===== src/scs_pkg.sv =====
// shared constants and types for the sync control and status port
package scs_pkg;
  // register offsets
  localparam logic [7:0] ADDR_ISR = 8'h00;
  localparam logic [7:0] ADDR_ISR_EN = 8'h01;
  localparam logic [7:0] ADDR_STATUS = 8'h02;
  localparam logic [7:0] ADDR_MODE_SEL = 8'h1F;
  // field positions
  localparam int ISR_LOCK_BIT = 0;
  localparam int ISR_HOLD_BIT = 1;
  localparam int ST_LOCK_BIT = 0;
  localparam int ST_HOLD_BIT = 1;
  localparam int ST_FREERUN_BIT = 2;
  localparam int ST_I2C_BIT = 3;
  localparam int MODE_FREERUN_BIT = 0;
  localparam int SPI_RW_BIT = 7;
  // reset values
  localparam logic [7:0] ISR_RST = 8'h00;
  localparam logic [7:0] ISR_EN_RST = 8'h00;
  localparam logic MODE_RST = 1'b0;
  // upper six bits of the i2c bus address; arbitrary value
  localparam logic [5:0] I2C_ADDR_HI = 6'h2A;
  // positions in the synchronised pin vector
  localparam int PIN_MODE = 0;
  localparam int PIN_IFSEL = 1;
  localparam int PIN_SCK = 2;
  localparam int PIN_SDA = 3;
  localparam int PIN_SEL = 4;
  localparam int PIN_W = 5;
  // timing
  localparam int CLK_PERIOD_NS = 40;
  localparam int RESET_MIN_NS = 300;
  localparam int RESET_MIN_CYC = (RESET_MIN_NS + CLK_PERIOD_NS - 1) / CLK_PERIOD_NS;
  // i2c slave states
  typedef enum logic [3:0] {
    I2C_IDLE, I2C_ADDR, I2C_ADDR_ACK, I2C_REG, I2C_REG_ACK,
    I2C_WDATA, I2C_WDATA_ACK, I2C_RDATA, I2C_RDATA_ACK, I2C_RD_NEXT
  } scs_i2c_state_e;
endpackage : scs_pkg


===== src/scs_reg_if.sv =====
// register access carrier between the serial engines and the register file
`timescale 1ns/1ps
interface scs_reg_if;
  logic [7:0] addr;
  logic [7:0] wdata;
  logic [7:0] rdata;
  logic wr;
  logic rd;
  modport master (output addr, output wdata, output wr, output rd, input rdata);
  modport slave (input addr, input wdata, input wr, input rd, output rdata);
endinterface : scs_reg_if


===== src/scs_regs.sv =====
// register file: mode select, interrupt status, enable and loop status
`timescale 1ns/1ps
module scs_regs (
  // clock and reset
  input wire logic clk_in,
  input wire logic rst_n_in,
  // register access
  scs_reg_if.slave bus,
  // loop status and interface mode
  input wire logic lock_in,
  input wire logic hold_in,
  input wire logic i2c_mode_in,
  // mode pin events
  input wire logic strap_load_in,
  input wire logic pin_change_in,
  input wire logic pin_mode_in,
  // results
  output logic freerun_out,
  output logic int_req_out
);
  import scs_pkg::*;
  logic [7:0] interrupt_service_regs;
  logic [7:0] isr_en;
  logic [7:0] evt;
  logic [7:0] rd_clr;
  logic lock_prev;
  logic hold_prev;
  logic mode_wr;

  // status changes become one-cycle events
  always_comb begin
    evt = 8'h00;
    evt[ISR_LOCK_BIT] = lock_in ^ lock_prev;
    evt[ISR_HOLD_BIT] = hold_in ^ hold_prev;
  end
  assign rd_clr = (bus.rd && bus.addr == ADDR_ISR) ? 8'hFF : 8'h00;
  assign mode_wr = bus.wr && bus.addr == ADDR_MODE_SEL;
  assign int_req_out = |(interrupt_service_regs & isr_en);

  // previous status for change detection
  always_ff @(posedge clk_in or negedge rst_n_in) begin
    if (!rst_n_in) begin
      lock_prev <= 1'b0;
      hold_prev <= 1'b0;
    end else begin
      lock_prev <= lock_in;
      hold_prev <= hold_in;
    end
  end

  // sticky bits cleared by reading; a new event in the read cycle survives
  always_ff @(posedge clk_in or negedge rst_n_in) begin
    if (!rst_n_in) begin
      interrupt_service_regs <= ISR_RST;
    end else begin
      interrupt_service_regs <= (interrupt_service_regs & ~rd_clr) | evt;
    end
  end

  // interrupt enable
  always_ff @(posedge clk_in or negedge rst_n_in) begin
    if (!rst_n_in) begin
      isr_en <= ISR_EN_RST;
    end else if (bus.wr && bus.addr == ADDR_ISR_EN) begin
      isr_en <= bus.wdata;
    end
  end

  // loop mode: strap at release, then the latest of pin change or write, a pin change winning over a write in the same cycle
  always_ff @(posedge clk_in or negedge rst_n_in) begin
    if (!rst_n_in) begin
      freerun_out <= MODE_RST;
    end else if (strap_load_in) begin
      freerun_out <= pin_mode_in;
    end else if (pin_change_in) begin
      freerun_out <= pin_mode_in;
    end else if (mode_wr) begin
      freerun_out <= bus.wdata[MODE_FREERUN_BIT];
    end
  end

  // registered read data; unmapped offsets read zero
  always_ff @(posedge clk_in or negedge rst_n_in) begin
    if (!rst_n_in) begin
      bus.rdata <= 8'h00;
    end else if (bus.rd) begin
      bus.rdata <= 8'h00;
      unique case (bus.addr)
        ADDR_ISR: bus.rdata <= interrupt_service_regs;
        ADDR_ISR_EN: bus.rdata <= isr_en;
        ADDR_STATUS: begin
          bus.rdata[ST_LOCK_BIT] <= lock_in;
          bus.rdata[ST_HOLD_BIT] <= hold_in;
          bus.rdata[ST_FREERUN_BIT] <= freerun_out;
          bus.rdata[ST_I2C_BIT] <= i2c_mode_in;
        end
        ADDR_MODE_SEL: bus.rdata[MODE_FREERUN_BIT] <= freerun_out;
        default: bus.rdata <= 8'h00;
      endcase
    end
  end
endmodule : scs_regs


===== src/scs_ctrl_status_port.sv =====
// control and status pins with the shared spi / i2c host port
`timescale 1ns/1ps
module scs_ctrl_status_port (
  // clock and reset
  input wire logic SYS_CLK_IN,
  input wire logic RESET_N_IN,
  // mode and strap pins
  input wire logic MODE_PIN_IN,
  input wire logic IF_SELECT_IN,
  // shared serial pins
  input wire logic SER_CLK_IN,
  output logic SER_CLK_OUT,
  output logic SER_CLK_OE_OUT,
  input wire logic SER_DATA_IN,
  output logic SER_DATA_OUT,
  output logic SER_DATA_OE_OUT,
  output logic SER_SO_OUT,
  input wire logic SELECT_OR_ADDR_BIT0_PIN_IN,
  // loop status from the core
  input wire logic LOOP_FREQ_LOCKED_IN,
  input wire logic LOOP_PHASE_LOCKED_IN,
  input wire logic LOOP_HOLDOVER_IN,
  // indicators
  output logic LOOP_FREERUN_OUT,
  output logic LOCK_OUT,
  output logic HOLD_OUT,
  output logic INT_OUT,
  output logic INT_OE_OUT
);
  import scs_pkg::*;
  logic [PIN_W-1:0] pins;
  logic [PIN_W-1:0] sync1;
  logic [PIN_W-1:0] sync2;
  logic [PIN_W-1:0] sync_prev;
  logic taken;
  logic i2c_mode;
  logic strap_load;
  logic pin_change;
  logic freerun;
  logic int_req;
  logic lock_ind;
  logic sck_rise;
  logic sck_fall;
  logic i2c_start;
  logic i2c_stop;
  logic [7:0] spi_byte;
  logic [2:0] spi_cnt;
  logic spi_first;
  logic spi_read;
  logic spi_load_pend;
  logic spi_rd;
  logic spi_wr;
  logic [7:0] spi_ptr;
  logic [7:0] spi_acc;
  logic [7:0] spi_wdata;
  logic [7:0] spi_sh_in;
  logic [7:0] spi_sh_out;
  scs_i2c_state_e i2c_state;
  logic [7:0] i2c_byte;
  logic [2:0] i2c_cnt;
  logic i2c_rw;
  logic i2c_ack_on;
  logic i2c_sda_oe;
  logic i2c_rd;
  logic i2c_wr;
  logic [7:0] i2c_ptr;
  logic [7:0] i2c_acc;
  logic [7:0] i2c_wdata;
  logic [7:0] i2c_sh_in;
  logic [7:0] i2c_sh_out;

  scs_reg_if rif ();

  assign pins = {SELECT_OR_ADDR_BIT0_PIN_IN, SER_DATA_IN, SER_CLK_IN, IF_SELECT_IN, MODE_PIN_IN};

  // two-stage synchronisers without reset so strap levels are seen while reset is low
  always_ff @(posedge SYS_CLK_IN) begin
    sync1 <= pins;
    sync2 <= sync1;
  end

  // previous synchronised levels for edge detection
  always_ff @(posedge SYS_CLK_IN or negedge RESET_N_IN) begin
    if (!RESET_N_IN) begin
      sync_prev <= 5'h1F;
    end else begin
      sync_prev <= sync2;
    end
  end

  // the interface select strap is caught in the first cycle after release, then held
  always_ff @(posedge SYS_CLK_IN or negedge RESET_N_IN) begin
    if (!RESET_N_IN) begin
      taken <= 1'b0;
      i2c_mode <= 1'b0;
    end else if (!taken) begin
      taken <= 1'b1;
      i2c_mode <= sync2[PIN_IFSEL];
    end
  end

  // edges of the sampled host clock and i2c start / stop
  assign strap_load = !taken;
  assign pin_change = taken && (sync2[PIN_MODE] ^ sync_prev[PIN_MODE]);
  assign sck_rise = taken && sync2[PIN_SCK] && !sync_prev[PIN_SCK];
  assign sck_fall = taken && !sync2[PIN_SCK] && sync_prev[PIN_SCK];
  assign i2c_start = taken && sync2[PIN_SCK] && sync_prev[PIN_SCK]
                     && !sync2[PIN_SDA] && sync_prev[PIN_SDA];
  assign i2c_stop = taken && sync2[PIN_SCK] && sync_prev[PIN_SCK]
                    && sync2[PIN_SDA] && !sync_prev[PIN_SDA];
  assign spi_byte = {spi_sh_in[6:0], sync2[PIN_SDA]};
  assign i2c_byte = {i2c_sh_in[6:0], sync2[PIN_SDA]};
  assign lock_ind = LOOP_FREQ_LOCKED_IN && LOOP_PHASE_LOCKED_IN
                    && !LOOP_HOLDOVER_IN && !freerun;

  // spi slave: command byte {rw, addr[6:0]}, then data bytes, address advancing
  always_ff @(posedge SYS_CLK_IN or negedge RESET_N_IN) begin
    if (!RESET_N_IN) begin
      spi_cnt <= 3'h0;
      spi_first <= 1'b1;
      spi_read <= 1'b0;
      spi_load_pend <= 1'b0;
      spi_rd <= 1'b0;
      spi_wr <= 1'b0;
      spi_ptr <= 8'h00;
      spi_acc <= 8'h00;
      spi_wdata <= 8'h00;
      spi_sh_in <= 8'h00;
      spi_sh_out <= 8'h00;
    end else begin
      spi_rd <= 1'b0;
      spi_wr <= 1'b0;
      if (i2c_mode || sync2[PIN_SEL]) begin
        spi_cnt <= 3'h0;
        spi_first <= 1'b1;
        spi_load_pend <= 1'b0;
      end else begin
        if (sck_rise) begin
          spi_sh_in <= spi_byte;
          spi_cnt <= spi_cnt + 3'h1;
          if (spi_cnt == 3'h7) begin
            spi_first <= 1'b0;
            if (spi_first) begin
              spi_read <= spi_byte[SPI_RW_BIT];
              spi_rd <= spi_byte[SPI_RW_BIT];
              spi_load_pend <= spi_byte[SPI_RW_BIT];
              spi_acc <= {1'b0, spi_byte[6:0]};
              // reads prefetch the next address, writes land on the addressed register first
              spi_ptr <= {1'b0, spi_byte[6:0]} + {7'h00, spi_byte[SPI_RW_BIT]};
            end else begin
              spi_rd <= spi_read;
              spi_wr <= !spi_read;
              spi_load_pend <= spi_read;
              spi_acc <= spi_ptr;
              spi_wdata <= spi_byte;
              spi_ptr <= spi_ptr + 8'h01;
            end
          end
        end
        // read data change on falling edges, fresh byte loaded after each completed byte
        if (sck_fall) begin
          if (spi_load_pend) begin
            spi_sh_out <= rif.rdata;
            spi_load_pend <= 1'b0;
          end else begin
            spi_sh_out <= {spi_sh_out[6:0], 1'b0};
          end
        end
      end
    end
  end

  // i2c slave: address byte, register pointer byte, then data in or out
  always_ff @(posedge SYS_CLK_IN or negedge RESET_N_IN) begin
    if (!RESET_N_IN) begin
      i2c_state <= I2C_IDLE;
      i2c_cnt <= 3'h0;
      i2c_rw <= 1'b0;
      i2c_ack_on <= 1'b0;
      i2c_sda_oe <= 1'b0;
      i2c_rd <= 1'b0;
      i2c_wr <= 1'b0;
      i2c_ptr <= 8'h00;
      i2c_acc <= 8'h00;
      i2c_wdata <= 8'h00;
      i2c_sh_in <= 8'h00;
      i2c_sh_out <= 8'h00;
    end else begin
      i2c_rd <= 1'b0;
      i2c_wr <= 1'b0;
      if (!i2c_mode) begin
        i2c_state <= I2C_IDLE;
        i2c_sda_oe <= 1'b0;
      end else if (i2c_start) begin
        i2c_state <= I2C_ADDR;
        i2c_cnt <= 3'h0;
        i2c_ack_on <= 1'b0;
        i2c_sda_oe <= 1'b0;
      end else if (i2c_stop) begin
        i2c_state <= I2C_IDLE;
        i2c_sda_oe <= 1'b0;
      end else if (sck_rise) begin
        i2c_sh_in <= i2c_byte;
        i2c_cnt <= i2c_cnt + 3'h1;
        unique case (i2c_state)
          I2C_ADDR: if (i2c_cnt == 3'h7) begin
            if (i2c_byte[7:1] == {I2C_ADDR_HI, sync2[PIN_SEL]}) begin
              i2c_state <= I2C_ADDR_ACK;
              i2c_rw <= i2c_byte[0];
              i2c_rd <= i2c_byte[0];
              i2c_acc <= i2c_ptr;
              if (i2c_byte[0]) i2c_ptr <= i2c_ptr + 8'h01;
            end else begin
              i2c_state <= I2C_IDLE;
            end
          end
          I2C_REG: if (i2c_cnt == 3'h7) begin
            i2c_ptr <= i2c_byte;
            i2c_state <= I2C_REG_ACK;
          end
          I2C_WDATA: if (i2c_cnt == 3'h7) begin
            i2c_wr <= 1'b1;
            i2c_acc <= i2c_ptr;
            i2c_wdata <= i2c_byte;
            i2c_ptr <= i2c_ptr + 8'h01;
            i2c_state <= I2C_WDATA_ACK;
          end
          I2C_RDATA: if (i2c_cnt == 3'h7) i2c_state <= I2C_RDATA_ACK;
          I2C_RDATA_ACK: if (!sync2[PIN_SDA]) begin
            i2c_rd <= 1'b1;
            i2c_acc <= i2c_ptr;
            i2c_ptr <= i2c_ptr + 8'h01;
            i2c_state <= I2C_RD_NEXT;
          end else begin
            i2c_state <= I2C_IDLE;
          end
          default: ;
        endcase
      end else if (sck_fall) begin
        unique case (i2c_state)
          I2C_ADDR_ACK, I2C_REG_ACK, I2C_WDATA_ACK: begin
            if (!i2c_ack_on) begin
              i2c_ack_on <= 1'b1;
              i2c_sda_oe <= 1'b1;
            end else begin
              i2c_ack_on <= 1'b0;
              i2c_cnt <= 3'h0;
              if (i2c_state == I2C_ADDR_ACK && i2c_rw) begin
                i2c_sh_out <= rif.rdata;
                i2c_sda_oe <= !rif.rdata[7];
                i2c_state <= I2C_RDATA;
              end else begin
                i2c_sda_oe <= 1'b0;
                i2c_state <= (i2c_state == I2C_ADDR_ACK) ? I2C_REG : I2C_WDATA;
              end
            end
          end
          I2C_RD_NEXT: begin
            i2c_sh_out <= rif.rdata;
            i2c_sda_oe <= !rif.rdata[7];
            i2c_cnt <= 3'h0;
            i2c_state <= I2C_RDATA;
          end
          I2C_RDATA: begin
            i2c_sh_out <= {i2c_sh_out[6:0], 1'b0};
            i2c_sda_oe <= !i2c_sh_out[6];
          end
          I2C_RDATA_ACK: i2c_sda_oe <= 1'b0;
          default: ;
        endcase
      end
    end
  end

  // register access goes to whichever engine the strap selected
  assign rif.addr = i2c_mode ? i2c_acc : spi_acc;
  assign rif.wdata = i2c_mode ? i2c_wdata : spi_wdata;
  assign rif.wr = spi_wr | i2c_wr;
  assign rif.rd = spi_rd | i2c_rd;

  scs_regs u_regs (
    .clk_in(SYS_CLK_IN),
    .rst_n_in(RESET_N_IN),
    .bus(rif.slave),
    .lock_in(lock_ind),
    .hold_in(LOOP_HOLDOVER_IN),
    .i2c_mode_in(i2c_mode),
    .strap_load_in(strap_load),
    .pin_change_in(pin_change),
    .pin_mode_in(sync2[PIN_MODE]),
    .freerun_out(freerun),
    .int_req_out(int_req)
  );

  // pin outputs; the open-drain lines only ever pull low
  always_ff @(posedge SYS_CLK_IN or negedge RESET_N_IN) begin
    if (!RESET_N_IN) begin
      LOCK_OUT <= 1'b0;
      HOLD_OUT <= 1'b0;
      LOOP_FREERUN_OUT <= 1'b0;
      INT_OUT <= 1'b0;
      INT_OE_OUT <= 1'b0;
      SER_CLK_OUT <= 1'b0;
      SER_CLK_OE_OUT <= 1'b0;
      SER_DATA_OUT <= 1'b0;
      SER_DATA_OE_OUT <= 1'b0;
      SER_SO_OUT <= 1'b0;
    end else begin
      LOCK_OUT <= lock_ind;
      HOLD_OUT <= LOOP_HOLDOVER_IN;
      LOOP_FREERUN_OUT <= freerun;
      INT_OUT <= 1'b0;
      INT_OE_OUT <= int_req;
      SER_CLK_OUT <= 1'b0;
      SER_CLK_OE_OUT <= 1'b0;
      SER_DATA_OUT <= 1'b0;
      SER_DATA_OE_OUT <= i2c_sda_oe;
      SER_SO_OUT <= !i2c_mode && !sync2[PIN_SEL] && spi_sh_out[7];
    end
  end
endmodule : scs_ctrl_status_port


===== config.mk =====
export PLATFORM = sky130hd
export DESIGN_NAME = scs_ctrl_status_port
export DESIGN_NICKNAME = d
export VERILOG_FILES = /design/src/scs_pkg.sv /design/src/scs_reg_if.sv /design/src/scs_regs.sv /design/src/scs_ctrl_status_port.sv
export SDC_FILE = /design/constraint.sdc
export NUM_CORES = 1
export LEC_CHECK = 0
export BUFFER_PORTS_ARGS = -buffer_cell sky130_fd_sc_hd__buf_2
export CAP_MARGIN = 20
export CORE_UTILIZATION = 60
export CTS_CLUSTER_DIAMETER = 50
export DETAILED_ROUTE_END_ITERATION = 10
export HOLD_SLACK_MARGIN = 0.05
export PLACE_DENSITY = 0.79
export SYNTH_ARGS = -nofsm -noshare
export SYNTH_HDL_FRONTEND = slang
export SYNTH_HIERARCHICAL = 1
export SYNTH_SLANG_ARGS = --single-unit

===== constraint.sdc =====
create_clock -name SYS_CLK_IN -period 6.28 [get_ports SYS_CLK_IN]
set_input_delay 1.256 -clock SYS_CLK_IN [delete_from_list [all_inputs] [get_ports SYS_CLK_IN]]
set_output_delay 1.256 -clock SYS_CLK_IN [all_outputs]
set_load 0.01 [all_outputs]

==> out/qor.txt, run 1 <==
Residual DRC = 0
Die H = 109 um
Netlist cell types = 67
post-layout util = 0.693
Worst VDD drop = 0.234 mV
most frequent cells in the layout = 131 x dfrtp_1, 67 x mux2_2, 46 x nand2_1
clock buffer count from CTS = 17
number of synthesized flops with an enable pin = 0
I/O pin count = 20
Final TNS setup = 0 ns
Final Hold Viols = 0
top_reg_cell synth = dfrtp_1
gpl congestion = 0.874
MaxCap Viol Count = 0
first-pass GRT wire length = 23,900 um
Synth Register Bits = 145
clk buf depth = 2
# Post-CTS Setup Buffers = 0
Worst Path Arrival = 3.57 ns
biggest area consumer among synthesized cells = dfrtp_1
run status = completed
register area share after synthesis = 0.521
multiplexer share of the synthesized area = 0.172
Worst setup EP type = flop
worst path required time = 6.59 ns
largest cells by area after synthesis = dfrtp_1 48%, mux2_2 11%, mux2i_1 4.5%
share of layout cells above drive strength 1 = 0.220
Synth Area in Compound Gates = 0.113
XOR/XNOR Fraction of Synth Area = 0.0153
ant diodes = 0
core footprint = 11,000 um2
Worst slew margin = 0.328
Initial DRC Count = 454
vias in the first global route = 4,816
commonest non-fill, non-tap cell in the layout = dfrtp_1
clk slew on worst S/H paths = 0.06 ns
Routed WL = 14,500 um
Cells after Synth = 617
RSZ-0062 raised after global routing = no
port buffer count = 15
synthesized area = 6880 um2
Synth Area in Simple Gates = 0.128
CTS Sinks = 145
total global routing overflow = 0
Pwr Density = 288 nW/um2
Root Buffer = clkbuf_16
H-tree level count = 4
HP Class = flop to flop
initial antenna violation count = 0
Tcrit/Tclk final = 0.520
vias = 4,802
post-CTS resize count = 0
die width = 109 um
post-DP HPWL = 9900 um
Worst Skew = 0.00890 ns
Tot GR Track Use = 0.269
clock insertion delay at the later pin of the skew report = 0.42 ns
fillers = 750
Period minus WS final = 3.27 ns
worst slew pin tran = 1.00 ns
Yosys top cell area share = 0.477
CP Max Fanout = 17
DR WL/cell = 18.6 um
max-slew violation count = 0
Crit Path Class = flop to flop
Final setup viols = 0
Die Area = 11,900 um2
Nets = 645
FMAX = 306 MHz
Row Count = 38
Detailed Routing Iterations Pass 1 = 5
largest family of logic cells by synthesized area = multiplexers
Layout area overhead = 10.6%
Mapped Avg Cell Area = 11.1 um2
Yosys warnings = 6
Starting Density = 0.626
cts hold-fix bufs = 0
worst reg-to-reg path cell count = 5
Leakage = 0.00356 uW
Via-to-Cell Ratio = 6.16
adder-cell share of the synthesized area = 0.0160
Worst Setup Start Kind = flop
CTS tree = done
largest net degree at the start of global routing = 70
async set-reset flop share out of synthesis = 0.931
hold path depth = 0
Final ANT Viol Nets = 0
[critical path, stage by stage, from the launching register on]
cell      delay, ns
dfrtp_1        0.44
and3b_1        0.60
nand2_1        0.47
a221oi_2       0.71
nor3b_4        0.53
mux2_2         0.40
[power by group]
group,internal (uW),switching (uW),leakage (uW)
Clock,604,375,0.000269
Sequential,986,62.7,0.00189
Combinational,71.9,89.5,0.00140
[metrics by stage]
step / setup slack (ns) / instances / hold WS (ns) / total power [uW] / cell area [um2]
global placement: 3.26 / 747 / 0.312 / 1220 / 7030
global route: 2.79 / 780 / 0.339 / 2270 / 7610
floorplan: 3.75 / 620 / 0.310 / 1160 / 6890
detailed placement: 3.08 / 747 / 0.312 / 1220 / 7030
CTS: 3.06 / 779 / 0.328 / 2210 / 7600
finish: 3.01 / 780 / 0.325 / 2190 / 7610
[synthesized netlist by cell type, drive strengths merged (5+ instances only)]
cell type and count:
a22oi 5, o21ai 38, nand4 6, nand3 17, xor2 6, nor3 12, and3 11, xnor2 6
dfrtp 131, mux2 75, nand2 46, a31oi 11, dfxtp 10, o22ai 12, nor2 33, inv 20
a21oi 28, nor2b 10, ha 8, mux2i 31, clkbuf 16, buf 17
[cell families after synthesis]
logic type                 count (synthesis)
muxes                                    106
DFF                                      145
AOI/OAI and AO/OA                        124
other                                      2
and+or+nand+nor                          166
adders and majority gates                  9
xor gates and xnor gates                  12
buffers and inverters                     53
[cell type report]
cell class,instances,area (um2),share of cell area
Clock inverter,9,109,0.0143
Inverter,20,75.1,0.00986
Clock buffer,23,468,0.0615
Timing Repair Buffer,21,123,0.0161
Multi-Input combinational cell,422,3080,0.404
Sequential cell,145,3580,0.471
Tap cell,140,175,0.0230
[worst paths after layout]
kind,start,end,slack [ns]
worst max register to register,taken,i2c_acc[3],3.01
worst min register to register,sync1[3],sync2[3],0.33
min in group asynchronous,RESET_N_IN,SER_DATA_OE_OUT,0.92
worst min-delay path,sync1[3],sync2[3],0.33
max in group asynchronous,RESET_N_IN,spi_sh_in[5],3.99
worst max-delay path,taken,i2c_acc[3],3.01
[routing by layer]
layer | GRT usage | routed length (um) | up-vias
met3 | 0.0681 | 685 | 21
li1 | - | - | 2241
met2 | 0.452 | 7280 | 146
met4 | 0.0907 | 162 | 0
met1 | 0.337 | 6410 | 2394
met5 | 0 | 0 | -
No activity file was read; power rests on OpenSTA's default activity.
==> inputs of run 2 (changes only) <==
CORE_UTILIZATION = 56   (was 60)
PLACE_DENSITY = 0.78   (was 0.79)
clock period = 2.9 ns   (was 6.28 ns; I/O delays follow)
==> run 2 against run 1 <==
  * Highest routed layer unchanged
  * Clock power increased by 130%
  * First-iteration DRC count decreased by 18%
  * Sequential cell count unchanged
  * Global-route usage decreased by 0.90 points
  * Clock skew about the same
==> out/qor.txt, run 2 (synthesis gave the netlist of run 1 again) <==
cts hold-fix bufs = 0
Period minus WS final = 2.65 ns
Worst Skew = 0.00913 ns
Tcrit/Tclk final = 0.912
reg-to-reg startpoint = i2c_state[2]
run status = completed
Final setup viols = 0
post-DP HPWL = 10,100 um
Layout area overhead = 12.4%
MaxCap Viol Count = 0
CTS tree = done
Routed WL = 15,100 um
Worst setup EP type = flop
clock buffer count from CTS = 17
vias = 4,862
gpl congestion = 0.903
Worst VDD drop = 0.524 mV
fin worst setup slack = 0.254 ns
Tot GR Track Use = 0.260
share of layout cells above drive strength 1 = 0.234
clk buf depth = 2
Nets = 654
worst path required time = 3.20 ns
DR WL/cell = 19.0 um
Row Count = 40
Residual DRC = 0
total global routing overflow = 0
CTS Sinks = 145
I/O pin count = 20
most frequent cells in the layout = 131 x dfrtp_1, 67 x mux2_2, 46 x nand2_1
Crit Path Class = flop to flop
largest net degree at the start of global routing = 73
Die Area = 12,700 um2
hold slack = 0.123 ns
initial antenna violation count = 0
max-slew violation count = 0
Final Hold Viols = 0
commonest non-fill, non-tap cell in the layout = dfrtp_1
H-tree level count = 4
Detailed Routing Iterations Pass 1 = 4
Final ANT Viol Nets = 0
worst slew pin tran = 0.640 ns
Via-to-Cell Ratio = 6.11
CP Max Fanout = 14
fillers = 883
FMAX = 378 MHz
critical path launch point = i2c_state[2]
die width = 113 um
Worst Path Arrival = 2.95 ns
Leakage = 0.00364 uW
Final TNS setup = 0 ns
Worst slew margin = 0.569
first-pass GRT wire length = 25,200 um
post-layout util = 0.644
# Post-CTS Setup Buffers = 0
Root Buffer = clkbuf_16
post-CTS resize count = 0
clk slew on worst S/H paths = 0.06 ns
core footprint = 12,000 um2
Starting Density = 0.573
Die H = 113 um
Worst Setup Start Kind = flop
worst reg-to-reg path cell count = 5
HP Class = input port to async pin
RSZ-0062 raised after global routing = no
clock insertion delay at the later pin of the skew report = 0.42 ns
vias in the first global route = 4,935
Pwr Density = 629 nW/um2
pre-CTS WS = 0.322 ns
port buffer count = 15
Initial DRC Count = 372
ant diodes = 0
-- run 2: changes by cell type in the layout (fill, tap and decap cells not counted), moves of 2 or more --
cell / change
clkinvlp_4: -4
clkinv_2: +3
clkbuf_1: -2
buf_4: +9
-- run 2: metal layers --
layer,vias to the layer above,track usage,part of all wire
met5,-,0,0
met3,44,0.0680,0.048
met1,2395,0.322,0.43
li1,2261,-,-
met4,0,0.132,0.038
met2,162,0.422,0.49
-- run 2: power by group --
part | total (uW) | leakage (uW) | switching (uW) | internal (uW)
sequential | 2270 | 0.00189 | 139 | 2140
combinational | 360 | 0.00145 | 197 | 163
clock | 2230 | 0.000304 | 810 | 1410
-- run 2: path summary, 6_finish.rpt --
| kind | end | slack, ns |
|---|---|---|
| max reg2reg | i2c_state[1] | 0.25 |
| min | i2c_state[0] | 0.12 |
| min in group SYS_CLK_IN | sync1[1] | 0.26 |
| min reg2reg | sync2[2] | 0.32 |
| max in group asynchronous | u_regs/isr_en[7] | 2.01 |
| max | i2c_state[1] | 0.25 |
-- run 2: through the flow --
stage | std cells | instance area, um2 | power [uW]
4_1_cts | 796 | 7730 | 4880
6_report | 796 | 7730 | 4860
5_1_grt | 796 | 7730 | 5050
2_1_floorplan | 620 | 6890 | 2510
3_3_place_gp | 764 | 7120 | 2630
3_5_place_dp | 764 | 7120 | 2650
-- run 2: area by class of cell --
| cell class | instances | area [um2] | share of cell area |
|---|---|---|---|
| flip-flops and latches | 145 | 3580 | 0.464 |
| clock inverters | 10 | 133 | 0.0172 |
| inverters | 20 | 75.1 | 0.00971 |
| repair buffers | 30 | 203 | 0.0262 |
| multi-input cells | 422 | 3080 | 0.398 |
| well taps | 147 | 184 | 0.0238 |
| clock buffers | 22 | 474 | 0.0613 |
-- run 2: worst max-delay path: stages (launching register included) --
cell and delay, ns:
dfrtp_1 0.58, nor3b_2 0.59, nand2_1 0.21, and3_1 0.26, o21ai_0 0.49, mux2_2 0.40
==> inputs of run 3 (changes only) <==
BUFFER_PORTS_ARGS = unset   (was -buffer_cell sky130_fd_sc_hd__buf_2)
CORE_UTILIZATION = 57   (was 56)
DONT_BUFFER_PORTS = 1   (was unset)
PLACE_DENSITY = 0.77   (was 0.78)
SYNTH_HIERARCHICAL = unset   (was 1)
==> run 3 against run 2 <==
  * The run now ends with DRC, hold timing left
  * First-iteration DRC count is 26% higher
  * Die area down 2.9%
  * Setup slack improved by 0.13 ns
  * Via count barely moved
  * Sequential cell count down 2
  * Synthesized cell count up 1.1%
  * Largest power group unchanged
  * Highest routed layer unchanged
==> out/qor.txt, run 3 <==
most frequent cells in the layout = 129 x dfrtp_1, 51 x mux2_2, 49 x nand2_1
post-CTS resize count = 0
Cells after Synth = 624
H-tree level count = 4
Mapped Avg Cell Area = 10.9 um2
hold slack = -0.140 ns
initial antenna violation count = 0
commonest non-fill, non-tap cell in the layout = dfrtp_1
biggest area consumer among synthesized cells = dfrtp_1
Tcrit/Tclk final = 0.866
gpl congestion = 0.934
top cells by count, synth = 129 x dfrtp_1, 51 x mux2_2, 49 x nand2_1
CTS Sinks = 143
clock insertion delay at the later pin of the skew report = 0.42 ns
Crit Path Class = flop to flop
Worst Setup Start Kind = flop
Period minus WS final = 2.51 ns
Final ANT Viol Nets = 0
async set-reset flop share out of synthesis = 0.930
Via-to-Cell Ratio = 6.21
most common cell in the netlist = dfrtp_1
Slowest-stage cell, CP = o41ai_2
die width = 111 um
Initial DRC Count = 470
share of layout cells above drive strength 1 = 0.167
Tot GR Track Use = 0.252
Final setup viols = 0
Synth Register Bits = 143
Leakage = 0.00353 uW
clk slew on worst S/H paths = 0.06 ns
Finished Cell Area = 7510 um2
Worst slew margin = 0.553
run status = finished with violations
FMAX = 398 MHz
Final TNS setup = 0 ns
largest net degree at the start of global routing = 134
port buffer count = 0
HP Class = input port to async pin
Yosys top cell area share = 0.475
Row Count = 39
register area share after synthesis = 0.520
Die Area = 12,400 um2
Area after DPL = 6920 um2
vias in the first global route = 4,662
CP max stage delay = 0.45 ns
Worst Path Arrival = 2.81 ns
I/O pin count = 20
Starting Density = 0.590
CTS tree = done
DR WL/cell = 18.4 um
CP Max Fanout = 9
largest cells by area after synthesis = dfrtp_1 47%, mux2_2 8.4%, mux2i_1 5.4%
first-pass GRT wire length = 23,900 um
total global routing overflow = 0
Layout area overhead = 10.6%
clk buf depth = 2
clock buffer count from CTS = 17
Pwr Density = 646 nW/um2
Detailed Routing Iterations Pass 1 = 8
max-slew violation count = 0
MaxCap Viol Count = 0
worst slew pin tran = 0.670 ns
cell mode on critical path = ha_1
Root Buffer = clkbuf_16
RSZ-0062 raised after global routing = no
Yosys warnings = 0
post-layout util = 0.653
Netlist cell types = 77
Routed WL = 14,400 um
synthesized area = 6800 um2
fillers = 842
crit path cell chain = ha_1, ha_1, inv_1, o41ai_2, o211a_4, nor3b_4, mux2_2
Die H = 111 um
Nets = 645
core footprint = 11,500 um2
vias = 4,861
Final Hold Viols = 129
Worst VDD drop = 0.683 mV
ant diodes = 0
number of synthesized flops with an enable pin = 0
Worst setup EP type = flop
worst path required time = 3.20 ns
Residual DRC = 9
failing checks = DRC, hold timing
top_reg_cell synth = dfrtp_1
Worst Skew = 0.0128 ns
# Post-CTS Setup Buffers = 0
post-DP HPWL = 9900 um
-- run 3: cell count changes in the layout (fill, tap and decap cells not counted), sizes merged, moves of 4 or more --
cell,before,now
mux2,75,53
a21oi,28,35
o22ai,12,5
clkbuf,22,26
nor2,33,37
clkinv,7,2
buf,30,15
nand3,17,25
xor2,6,2
mux2i,31,37
-- run 3: where the power goes --
| part | switching [uW] | internal, uW |
|---|---|---|
| combinational | 193 | 184 |
| sequential | 167 | 2110 |
| clock | 776 | 1420 |
-- run 3: worst paths after layout --
kind / from / to / slack [ns] / cells after the start
max: i2c_cnt[0] / i2c_acc[1] / 0.39 / 7
min reg2reg: sync1[1] / sync2[1] / 0.33 / 0
min: RESET_N_IN / spi_sh_out[5] / -0.14 / 0
max in group asynchronous: RESET_N_IN / spi_first / 2.83 / 0
min in group SYS_CLK_IN: MODE_PIN_IN / sync1[0] / 0.19 / 0
max reg2reg: i2c_cnt[0] / i2c_acc[1] / 0.39 / 7
-- run 3: final cells by class --
| class | count | area (um2) | area share |
|---|---|---|---|
| Sequential cell | 143 | 3530 | 0.470 |
| Inverter | 19 | 71.3 | 0.00949 |
| Clock inverter | 6 | 108 | 0.0143 |
| Multi-Input combinational cell | 431 | 3020 | 0.402 |
| Timing Repair Buffer | 15 | 113 | 0.0150 |
| Clock buffer | 26 | 489 | 0.0651 |
| Tap cell | 143 | 179 | 0.0238 |
-- run 3: routing by layer --
metal / vias to the layer above / part of all wire / global-route usage
met2: 153 / 0.47 / 0.398
met4: 0 / 0.021 / 0.103
li1: 2265 / - / -
met1: 2409 / 0.46 / 0.336
met5: - / 0 / 0
met3: 34 / 0.050 / 0.0585
-- run 3: cell families after synthesis --
kind of cell / Yosys count / share of synthesized area
buf+inv: 53 / 0.0372
other cells: 2 / 0.00110
xor+xnor: 9 / 0.0116
mux: 90 / 0.142
fa+ha+maj: 9 / 0.0162
compound gates: 136 / 0.134
simple gates: 182 / 0.138
flops: 143 / 0.520
-- run 3: critical path, delay by kind of cell, from the launching register on --
family / cells / cell delay [ns]
AO/OA/AOI/OAI: 2 / 0.74
adder cells (fa/ha/maj): 2 / 0.38
buffers and inverters: 1 / 0.11
flip-flops: 1 / 0.36
multiplexers: 1 / 0.39
AND/OR/NAND/NOR: 1 / 0.42
-- run 3: metrics by stage --
step / power [uW] / instances / setup slack [ns]
floorplan: 2580 / 627 / 0.694
global placement: 2650 / 751 / 0.576
detailed placement: 2680 / 751 / 0.475
CTS: 4880 / 783 / 0.387
global route: 5020 / 783 / 0.278
finish: 4850 / 783 / 0.389
